--- config.mk ---
export PLATFORM = sky130hd
export DESIGN_NAME = swp_device_flat
export DESIGN_NICKNAME = d
export VERILOG_FILES = /design/src/hw/swp_pkg.sv /design/src/hw/swp_if.sv /design/src/hw/swp_device.sv /design/src/flat_wrapper.sv
export SDC_FILE = /design/constraint.sdc
export NUM_CORES = 1
export LEC_CHECK = 0
export BUFFER_PORTS_ARGS = -buffer_cell sky130_fd_sc_hd__buf_4
export CAP_MARGIN = 15
export CORE_UTILIZATION = 45
export DETAILED_ROUTE_END_ITERATION = 6
export PLACE_DENSITY = 0.67
export RECOVER_POWER = 25
export SLEW_MARGIN = 0
export SYNTH_ARGS = -nofsm -noshare
export SYNTH_HDL_FRONTEND = slang
export SYNTH_SLANG_ARGS = --single-unit
--- constraint.sdc ---
create_clock -name clk -period 2.4 [get_ports clk]
set_clock_uncertainty 0.05 [all_clocks]
set_input_delay 0.24 -clock clk [delete_from_list [all_inputs] [get_ports clk]]
set_output_delay 0.24 -clock clk [all_outputs]
set_load 0.02 [all_outputs]
--- src/hw/swp_pkg.sv ---
// Purpose: shared constants and types for the sleep/wake power control link
// Assumes: one clock, the low power oscillator clock, on both ends
// Notes:   timing counts are in low power oscillator cycles
package swp_pkg;

  // transport selection for wake signalling
  typedef enum logic [1:0] {
    SWP_XPORT_PINS,
    SWP_XPORT_UART,
    SWP_XPORT_SPI
  } swp_xport_t;

  // sleep controller states
  typedef enum logic [2:0] {
    SWP_ST_OFF,
    SWP_ST_AWAKE,
    SWP_ST_SLEEP,
    SWP_ST_EVENT
  } swp_state_t;

  localparam int          SWP_TIMER_W        = 16;
  localparam int          SWP_IDLE_W         = 16;
  localparam logic [15:0] SWP_EVENT_LEN_RST  = 16'h0010;
  localparam logic [15:0] SWP_PERIOD_RST     = 16'h0100;
  localparam logic [15:0] SWP_IDLE_RST       = 16'h0040;
  // reset polarity of the device wake request: active low
  localparam logic        SWP_DEV_WAKE_POL_RST  = 1'b0;
  localparam logic        SWP_HOST_WAKE_POL_RST = 1'b1;
  // rf power-down bit positions
  localparam int          SWP_PD_TX   = 0;
  localparam int          SWP_PD_RX   = 1;
  localparam int          SWP_PD_PLL  = 2;
  localparam int          SWP_PD_PA   = 3;
  localparam int          SWP_PD_W    = 4;

endpackage

--- src/hw/swp_if.sv ---
// Purpose: wire bundle between the host and the device wake/power pins
// Assumes: both ends run on the same low power oscillator clock
// Notes:   the testbench joins each end's pins through this bundle
`timescale 1ns/100ps
interface swp_if;
  logic dev_wake_req;       // dedicated wake pin, host to device
  logic host_wake_req;      // dedicated wake pin, device to host
  logic uart_cts;           // in-band host to device wake
  logic uart_rts;           // in-band device to host wake
  logic host_port_select_n; // spi chip select
  logic host_irq;           // spi interrupt, device to host
  logic regulator_enable;   // power reset from host

  modport device (
    input  dev_wake_req, uart_cts, host_port_select_n, regulator_enable,
    output host_wake_req, uart_rts, host_irq
  );
  modport host (
    output dev_wake_req, uart_cts, host_port_select_n, regulator_enable,
    input  host_wake_req, uart_rts, host_irq
  );
endinterface

--- src/hw/swp_device.sv ---
// Purpose: device end sleep controller, wake pins, clock request, rf power-down
// Assumes: clk is the low power oscillator, always running while powered
// Notes:   configuration arrives as plain ports from firmware-owned registers
//
// How it works
// - sleep gates nonessential power, core stays retained
// - sleep timer on oscillator, wakes on time/host
// - scan/sniff event wakes then resleeps
// - event period timer runs on oscillator
// - host may wake device anytime while idle
// - host wake keeps device awake between events
// - dropping wake status allows sleep
// - host wake output, device wake input
// - uart cts/rts double as wake lines
// - spi idle for programmed time allows sleep
// - host programs spi idle sleep and time
// - asserting chip select wakes device
// - pending data raises host interrupt while host asleep
// - device wake request holds device awake
// - device wake polarity configurable, default low
// - host wake polarity configurable
// - refclk request while reference needed
// - strap sets refclk request polarity
// - regulator enable turns regulators on
// - separate tx, rx, pll, pa power-downs
// - host reinitialises after regulator power-up
`timescale 1ns/100ps
module swp_device #(
  parameter int TIMER_W = swp_pkg::SWP_TIMER_W,
  parameter int IDLE_W  = swp_pkg::SWP_IDLE_W
) (
  // clock and reset
  input  wire logic                          clk,
  input  wire logic                          reset_n,
  // pins toward the host
  swp_if.device                              pins,
  // strap
  input  wire logic                          refclk_polarity_strap,
  // firmware configuration
  input  wire swp_pkg::swp_xport_t           xport_mode,
  input  wire logic                          sleep_enable,
  input  wire logic                          dev_wake_pol,
  input  wire logic                          host_wake_pol,
  input  wire logic                          spi_idle_sleep_en,
  input  wire logic [IDLE_W-1:0]             spi_idle_time,
  input  wire logic                          session_enable,
  input  wire logic [TIMER_W-1:0]            event_period,
  input  wire logic [TIMER_W-1:0]            timed_wake,
  input  wire logic                          timed_wake_en,
  // core activity
  input  wire logic                          event_done,
  input  wire logic                          data_pending,
  input  wire logic                          host_asleep,
  input  wire logic                          rf_tx_active,
  input  wire logic                          rf_rx_active,
  // power and clock outputs
  output logic                               regulators_on,
  output logic                               core_retain,
  output logic                               nonessential_pwr_on,
  output logic                               nonessential_clk_en,
  output logic                               refclk_request,
  output logic                               event_active,
  output logic                               fresh_power,
  output logic [swp_pkg::SWP_PD_W-1:0]       rf_power_down,
  output logic                               awake
);

  typedef struct packed {
    logic [2:0]                     wake_sy;
    logic [2:0]                     cts_sy;
    logic [2:0]                     cs_sy;
    logic [2:0]                     reg_sy;
    logic                           wake_lvl;
    logic                           cts_lvl;
    logic                           cs_lvl;
    logic                           reg_lvl;
    logic                           strap_cap;
    logic                           strap_done;
    swp_pkg::swp_state_t            st;
    logic [TIMER_W-1:0]             period_cnt;
    logic [TIMER_W-1:0]             timer_cnt;
    logic [IDLE_W-1:0]              idle_cnt;
    logic                           timed_fired;
    logic                           host_wake;
    logic                           irq;
    logic                           fresh;
    logic [swp_pkg::SWP_PD_W-1:0]   pd;
  } swp_dev_state_t;

  swp_dev_state_t cur_ff;
  swp_dev_state_t nxt_cur;

  logic host_req;
  logic spi_idle;
  logic may_sleep;
  logic need_ref;

  always_comb begin
    nxt_cur = cur_ff;
    // pin inputs: three flops, a change counts once stages two and three agree
    nxt_cur.wake_sy = {cur_ff.wake_sy[1:0], pins.dev_wake_req};
    nxt_cur.cts_sy  = {cur_ff.cts_sy[1:0], pins.uart_cts};
    nxt_cur.cs_sy   = {cur_ff.cs_sy[1:0], pins.host_port_select_n};
    nxt_cur.reg_sy  = {cur_ff.reg_sy[1:0], pins.regulator_enable};
    if (cur_ff.wake_sy[1] == cur_ff.wake_sy[2]) nxt_cur.wake_lvl = cur_ff.wake_sy[2];
    if (cur_ff.cts_sy[1] == cur_ff.cts_sy[2])   nxt_cur.cts_lvl  = cur_ff.cts_sy[2];
    if (cur_ff.cs_sy[1] == cur_ff.cs_sy[2])     nxt_cur.cs_lvl   = cur_ff.cs_sy[2];
    if (cur_ff.reg_sy[1] == cur_ff.reg_sy[2])   nxt_cur.reg_lvl  = cur_ff.reg_sy[2];

    // strap caught once after reset release
    if (!cur_ff.strap_done) begin
      nxt_cur.strap_cap  = refclk_polarity_strap;
      nxt_cur.strap_done = 1'b1;
    end

    // host wake request: pin or uart cts, polarity applied; spi select is low-active
    unique case (xport_mode)
      swp_pkg::SWP_XPORT_UART: host_req = (cur_ff.cts_lvl == dev_wake_pol);
      swp_pkg::SWP_XPORT_SPI:  host_req = !cur_ff.cs_lvl;
      default:                 host_req = (cur_ff.wake_lvl == dev_wake_pol);
    endcase

    // spi idle counter, restarts on any chip select activity
    spi_idle = 1'b1;
    if (xport_mode == swp_pkg::SWP_XPORT_SPI) begin
      if (!cur_ff.cs_lvl) begin
        nxt_cur.idle_cnt = '0;
      end else if (cur_ff.idle_cnt != spi_idle_time) begin
        nxt_cur.idle_cnt = cur_ff.idle_cnt + 1'b1;
      end
      spi_idle = spi_idle_sleep_en && (cur_ff.idle_cnt == spi_idle_time);
    end

    // removing wake status lets the device sleep when criteria hold
    may_sleep = sleep_enable && !host_req && spi_idle && !data_pending;

    // period timer free-runs on the oscillator while a session is enabled
    if (session_enable) begin
      if (cur_ff.period_cnt >= event_period) nxt_cur.period_cnt = '0;
      else nxt_cur.period_cnt = cur_ff.period_cnt + 1'b1;
    end else begin
      nxt_cur.period_cnt = '0;
    end

    // programmed timed wake, counted only during sleep
    if (cur_ff.st == swp_pkg::SWP_ST_SLEEP && timed_wake_en) begin
      nxt_cur.timer_cnt = cur_ff.timer_cnt + 1'b1;
      if (cur_ff.timer_cnt == timed_wake) nxt_cur.timed_fired = 1'b1;
    end else begin
      nxt_cur.timer_cnt   = '0;
      nxt_cur.timed_fired = 1'b0;
    end

    unique case (cur_ff.st)
      swp_pkg::SWP_ST_OFF: begin
        if (cur_ff.reg_lvl) nxt_cur.st = swp_pkg::SWP_ST_AWAKE;
      end
      swp_pkg::SWP_ST_AWAKE: begin
        if (may_sleep && !event_active) nxt_cur.st = swp_pkg::SWP_ST_SLEEP;
      end
      swp_pkg::SWP_ST_SLEEP: begin
        // host request wins at any moment
        if (host_req || cur_ff.timed_fired || data_pending) begin
          nxt_cur.st = swp_pkg::SWP_ST_AWAKE;
        end else if (session_enable && cur_ff.period_cnt >= event_period) begin
          nxt_cur.st = swp_pkg::SWP_ST_EVENT;
        end
      end
      swp_pkg::SWP_ST_EVENT: begin
        // session continues; host request keeps the device up afterwards
        if (event_done) begin
          nxt_cur.st = host_req ? swp_pkg::SWP_ST_AWAKE
                                : swp_pkg::SWP_ST_SLEEP;
        end
      end
      default: nxt_cur.st = swp_pkg::SWP_ST_OFF;
    endcase
    // regulator disable is a power reset from any state
    if (!cur_ff.reg_lvl) nxt_cur.st = swp_pkg::SWP_ST_OFF;

    // fresh power flag until host activity after power-up
    if (cur_ff.st == swp_pkg::SWP_ST_OFF) nxt_cur.fresh = 1'b1;
    else if (host_req) nxt_cur.fresh = 1'b0;

    // host wake and interrupt on pending data
    nxt_cur.host_wake = data_pending && cur_ff.st != swp_pkg::SWP_ST_OFF;
    nxt_cur.irq       = data_pending && host_asleep
                        && cur_ff.st != swp_pkg::SWP_ST_OFF;

    // per-path rf power-downs: everything down unless awake or in an event
    nxt_cur.pd = '1;
    if (cur_ff.st == swp_pkg::SWP_ST_AWAKE || cur_ff.st == swp_pkg::SWP_ST_EVENT) begin
      nxt_cur.pd[swp_pkg::SWP_PD_TX]  = !rf_tx_active;
      nxt_cur.pd[swp_pkg::SWP_PD_PA]  = !rf_tx_active;
      nxt_cur.pd[swp_pkg::SWP_PD_RX]  = !rf_rx_active;
      nxt_cur.pd[swp_pkg::SWP_PD_PLL] = !(rf_tx_active || rf_rx_active);
    end
  end

  always_ff @(posedge clk or negedge reset_n) begin
    if (!reset_n) begin
      cur_ff <= '{wake_sy: 3'h7, cts_sy: 3'h7, cs_sy: 3'h7, reg_sy: 3'h0,
                 wake_lvl: 1'b1, cts_lvl: 1'b1, cs_lvl: 1'b1, reg_lvl: 1'b0,
                 strap_cap: 1'b0, strap_done: 1'b0, st: swp_pkg::SWP_ST_OFF,
                 period_cnt: '0, timer_cnt: '0, idle_cnt: '0, timed_fired: 1'b0,
                 host_wake: 1'b0, irq: 1'b0, fresh: 1'b1, pd: '1};
    end else begin
      cur_ff <= nxt_cur;
    end
  end

  assign awake               = cur_ff.st == swp_pkg::SWP_ST_AWAKE;
  assign event_active        = cur_ff.st == swp_pkg::SWP_ST_EVENT;
  assign regulators_on       = cur_ff.reg_lvl;
  // retention only needs power, not the sleep state
  assign core_retain         = cur_ff.st != swp_pkg::SWP_ST_OFF;
  assign nonessential_pwr_on = awake || event_active;
  assign nonessential_clk_en = awake || event_active;
  assign need_ref            = awake || event_active;
  assign refclk_request      = (need_ref == cur_ff.strap_cap)
                               && cur_ff.strap_done;
  assign fresh_power         = cur_ff.fresh;
  assign rf_power_down       = cur_ff.pd;
  // same request on the dedicated pin and in-band rts
  assign pins.host_wake_req  = cur_ff.host_wake ~^ host_wake_pol;
  assign pins.uart_rts       = cur_ff.host_wake ~^ host_wake_pol;
  assign pins.host_irq       = cur_ff.irq;

endmodule

--- src/flat_wrapper.sv ---
// flat-port wrapper written by rule: the top's interface ports become plain ports
module swp_device_flat 
#(
  parameter int TIMER_W = swp_pkg::SWP_TIMER_W,
  parameter int IDLE_W  = swp_pkg::SWP_IDLE_W
)
  (clk, reset_n, refclk_polarity_strap, xport_mode, sleep_enable, dev_wake_pol, host_wake_pol, spi_idle_sleep_en, spi_idle_time, session_enable, event_period, timed_wake, timed_wake_en, event_done, data_pending, host_asleep, rf_tx_active, rf_rx_active, regulators_on, core_retain, nonessential_pwr_on, nonessential_clk_en, refclk_request, event_active, fresh_power, rf_power_down, awake, pins_dev_wake_req, pins_uart_cts, pins_host_port_select_n, pins_regulator_enable, pins_host_wake_req, pins_uart_rts, pins_host_irq);
  swp_if pins_i ();
  input  wire logic clk;
  input  wire logic reset_n;
  input  wire logic refclk_polarity_strap;
  input  wire swp_pkg::swp_xport_t xport_mode;
  input  wire logic sleep_enable;
  input  wire logic dev_wake_pol;
  input  wire logic host_wake_pol;
  input  wire logic spi_idle_sleep_en;
  input  wire logic [IDLE_W-1:0] spi_idle_time;
  input  wire logic session_enable;
  input  wire logic [TIMER_W-1:0] event_period;
  input  wire logic [TIMER_W-1:0] timed_wake;
  input  wire logic timed_wake_en;
  input  wire logic event_done;
  input  wire logic data_pending;
  input  wire logic host_asleep;
  input  wire logic rf_tx_active;
  input  wire logic rf_rx_active;
  output logic regulators_on;
  output logic core_retain;
  output logic nonessential_pwr_on;
  output logic nonessential_clk_en;
  output logic refclk_request;
  output logic event_active;
  output logic fresh_power;
  output logic [swp_pkg::SWP_PD_W-1:0] rf_power_down;
  output logic awake;
  input wire logic [$bits(pins_i.dev_wake_req)-1:0] pins_dev_wake_req;
  input wire logic [$bits(pins_i.uart_cts)-1:0] pins_uart_cts;
  input wire logic [$bits(pins_i.host_port_select_n)-1:0] pins_host_port_select_n;
  input wire logic [$bits(pins_i.regulator_enable)-1:0] pins_regulator_enable;
  output wire logic [$bits(pins_i.host_wake_req)-1:0] pins_host_wake_req;
  output wire logic [$bits(pins_i.uart_rts)-1:0] pins_uart_rts;
  output wire logic [$bits(pins_i.host_irq)-1:0] pins_host_irq;
  assign pins_i.dev_wake_req = pins_dev_wake_req;
  assign pins_i.uart_cts = pins_uart_cts;
  assign pins_i.host_port_select_n = pins_host_port_select_n;
  assign pins_i.regulator_enable = pins_regulator_enable;
  assign pins_host_wake_req = pins_i.host_wake_req;
  assign pins_uart_rts = pins_i.uart_rts;
  assign pins_host_irq = pins_i.host_irq;
  swp_device #(.TIMER_W(TIMER_W), .IDLE_W(IDLE_W)) u_core (.clk(clk), .reset_n(reset_n), .pins(pins_i), .refclk_polarity_strap(refclk_polarity_strap), .xport_mode(xport_mode), .sleep_enable(sleep_enable), .dev_wake_pol(dev_wake_pol), .host_wake_pol(host_wake_pol), .spi_idle_sleep_en(spi_idle_sleep_en), .spi_idle_time(spi_idle_time), .session_enable(session_enable), .event_period(event_period), .timed_wake(timed_wake), .timed_wake_en(timed_wake_en), .event_done(event_done), .data_pending(data_pending), .host_asleep(host_asleep), .rf_tx_active(rf_tx_active), .rf_rx_active(rf_rx_active), .regulators_on(regulators_on), .core_retain(core_retain), .nonessential_pwr_on(nonessential_pwr_on), .nonessential_clk_en(nonessential_clk_en), .refclk_request(refclk_request), .event_active(event_active), .fresh_power(fresh_power), .rf_power_down(rf_power_down), .awake(awake));
endmodule
==> summary.md <==
| Metric | Value |
|---|---|
| Slew headroom | -0.09624 |
| WP data required | 2610 ps |
| P_leak | 0.002352 uW |
| Vias in the first global route | 3209 |
| CP Max Fanout | 16 |
| Gr usage total | 0.1937 |
| Routed len/inst | 13.83 um |
| Vias/cell | 5.063 |
| RSZ-0062 raised after global routing | false |
| Unique masters post-synth | 43 |
| Pre-antenna DRT Iters | 6 |
| Global-route wire length before repair | 14690 um |
| Worst setup path startpoint | u_core.cur_ff[51] |
| Max-Cap Viols | 1 |
| Setup slack after layout | 192.1 ps |
| Num ports | 83 |
| Avg Inst Size Synth | 10.05 sq um |
| DRT iter0 DRCs | 113 |
| Share of cells above drive strength 1 | 0.2706 |
| CP top delay family | compound AO/OA/AOI/OAI gates |
| Pin count of the biggest net entering global routing | 76 |
| Result of the run | finished, violations left |
| Die area | 9545 sq um |
| Final-report setup violation count | 0 |
| Clock sink count | 75 |
| Top cells by area, synth | dfrtp_1 36%, xnor2_1 11%, dfstp_2 10% |
| CTS Root Cell | clkbuf_8 |
| FMAX | 0.4529 GHz |
| Syn Nets | 497 |
| Die H | 97.70 um |
| Crit path DAT | 2420 ps |
| Cell count after placement | 595 |
| Pwr dens | 564.8 nW/um^2 |
| Failing checks | design-rule violations, max-capacitance violations, max-slew violations |
| Port bufs | 82 |
| Worst hold path class | input port to register |
| Mapped Cells | 410 |
| Synth top area share | 0.3582 |
| Post-route minimum period | 2208 ps |
| Fin crit share | 0.9200 |
| H-tree depth | 3 |
| Post-placement worst setup slack | -33.53 ps |
| Initial antenna violation count | 0 |
| Start point of the worst hold path | refclk_polarity_strap |
| Critical Setup Path Class | register to register |
| CTS Buf Count | 9 |
| Vias | 3129 |
| Nets@finish | 592 |
| Worst r2r src | u_core.cur_ff[51] |
| Critical Path Source Type | register |
| DPL Wire Length | 6368 um |
| Skew-Pair Late Insertion Delay | 340 ps |
| CP max stage delay | 540 ps |
| Initial core utilization | 0.4680 |
| Fillers | 770 |
| Sum of buffers and inverters on the critical path | 0 |
| Pins Over Slew Limit | 76 |
| Clock slew at reported path FFs | 80 ps |
| Flops & latches, synth | 75 |
| Worst path cell trace | ha_1, a21oi_1, o21ai_0, a221oi_1, o311ai_4, nor2_1 |
| Final wirelength | 8548 um |
| Worst IR drop on VDD | 326.1 uV |
| Fin Setup TNS | 0 ps |
| Area growth, synth to finish | 24.17% |
| CTS tree | yes |
| Post-synthesis sequential area ratio | 0.4602 |
| Layout Cells excl Fill | 618 |
| ANT nets after route | 0 |
| Clock Tree Buf Depth | 2 |
| Final GP Congestion | 0.8313 |
| Antenna diodes | 0 |
| Slew @ Worst Pin | 1644 ps |
| Final Hold Viols | 0 |
| Final Util | 0.5811 |
| Slowest cell on the critical path | a221oi_1 |
| Crit end category | register |
| Row count | 34 |
| Grt total ovfl | 0 |
| Core outline area | 8806 sq um |
| Synth area leader | dfrtp_1 |
| Synth Cell Area | 4121 sq um |
| Die X | 97.70 um |
| Post-route DRC | 8 |
| Synth warnings | 0 |
worst register-to-register path, cell delays in order (launching register included):
cell and delay [ps]:
dfrtp_1 450, ha_1 330, a21oi_1 120, o21ai_0 100
a221oi_1 540, o311ai_4 350, nor2_1 190
synth_stat cells:
cell / number
mux2_2: 1
or2_2: 3
buf_4: 8
ha_1: 19
o311ai_2: 1
maj3_1: 4
and3_1: 13
and2_1: 4
nor4_1: 1
xor2_1: 21
and4_1: 2
or4_1: 1
inv_1: 21
a211oi_1: 3
o31ai_1: 3
or2b_1: 1
o21ai_0: 11
a221oi_1: 1
nor3_1: 1
nor4_2: 1
a21oi_1: 13
a32o_1: 1
xnor2_1: 51
dfrtp_1: 59
buf_2: 2
nand2b_1: 1
buf_6: 1
nand3b_1: 1
conb_1: 1
a22o_1: 7
a41oi_1: 1
nand4_1: 17
a311oi_1: 1
nand3_1: 18
nand2_1: 27
a2111oi_2: 5
xnor2_2: 1
nor2b_1: 5
mux2_1: 1
clkbuf_1: 7
nor2_1: 53
nor3_2: 1
dfstp_2: 16
area by class of cell:
class / instances / area (sq um) / area share
clock inverter: 6 / 40.04 / 0.007824
inverter: 21 / 78.83 / 0.01540
sequential: 75 / 1897 / 0.3707
timing repair buffer: 102 / 780.7 / 0.1526
multi-input combinational: 296 / 2048 / 0.4002
clock buffer: 10 / 137.6 / 0.02689
tap: 108 / 135.1 / 0.02641
placed cells by master, fill, tap and decap left out, types with 2 or more instances in the layout:
master          n
buf_4          89
nor2_1         53
dfrtp_1        59
ha_1           19
nor2b_1         5
a2111oi_2       5
nand4_1        17
a211oi_1        3
and2_1          4
clkinv_2        3
clkbuf_4        5
maj3_1          4
and3_1         13
dlygate4sd3_1   7
clkbuf_8       10
nand2_1        27
dfstp_1         2
xnor2_1        51
a21oi_1        13
inv_1          21
and4_1          2
xor2_1         21
dfstp_2        14
or2_2           3
a22o_1          7
nand3_1        18
o31ai_1         3
o21ai_0        11
per-layer routing:
layer  routed length (um)  vias up  track usage  part of all wire
met5                    0        -            0                 0
met4                   87        0      0.06177             0.010
li1                     -     1577            -                 -
met1                 3869     1500       0.2465              0.45
met2                 4312       47       0.3290              0.50
met3                  278        5      0.04245             0.033
final timing paths:
check | slack [ps] | depth (start not counted) | end
worst max-delay path | 190 | 6 | u_core.cur_ff[55]
worst min-delay path | 80 | 2 | u_core.cur_ff[60]
worst max register to register | 190 | 6 | u_core.cur_ff[55]
worst min register to register | 310 | 0 | u_core.cur_ff[66]
max in group asynchronous | 380 | 3 | u_core.cur_ff[10]
min in group asynchronous | 910 | 3 | u_core.cur_ff[12]
what timing repair did:
item / CTS / global route
buffers inserted: 0 / 0
gates resized for setup: 1 / 0
hold buffers: 7 / 0
hold endpoints to repair: 66 / 0
endpoints found under the setup margin: 14 / 0
report_power, final:
group	switching (uW)	total, uW	internal, uW	leakage [uW]
registers	95.2	1450	1360	0.000963
clock network	473	876	403	0.0000924
logic	274	562	288	0.00130
total	842	2890	2050	0.00235
flip-flops by register name, summed over array words and instances (netlist names):
signal and count:
u_core.rf_power_down 3, u_core.fresh_power 1, u_core.pins.host_irq 1, u_core.cur_ff 69, u_core.regulators_on 1
logic make-up after synthesis:
family,after synthesis,synth area share
AOI/OAI and AO/OA,47,0.08591
xor gates and xnor gates,73,0.1570
adders and majority gates,23,0.06740
buffers and inverters,39,0.04524
DFF,75,0.4602
muxes,2,0.005464
other,1,0.0009099
and+or+nand+nor,150,0.1779
through the flow:
stage	total power (uW)	area [sq um]	hold WS [ps]
after floorplan	1798	4121	-105.6
after CTS	2939	5132	65.39
final	2890	5117	80.62
after global placement	2028	4875	236.6
after detailed placement	2042	4875	241.6
after global routing	3049	5117	65.78
(Power assumes the default switching activity.)
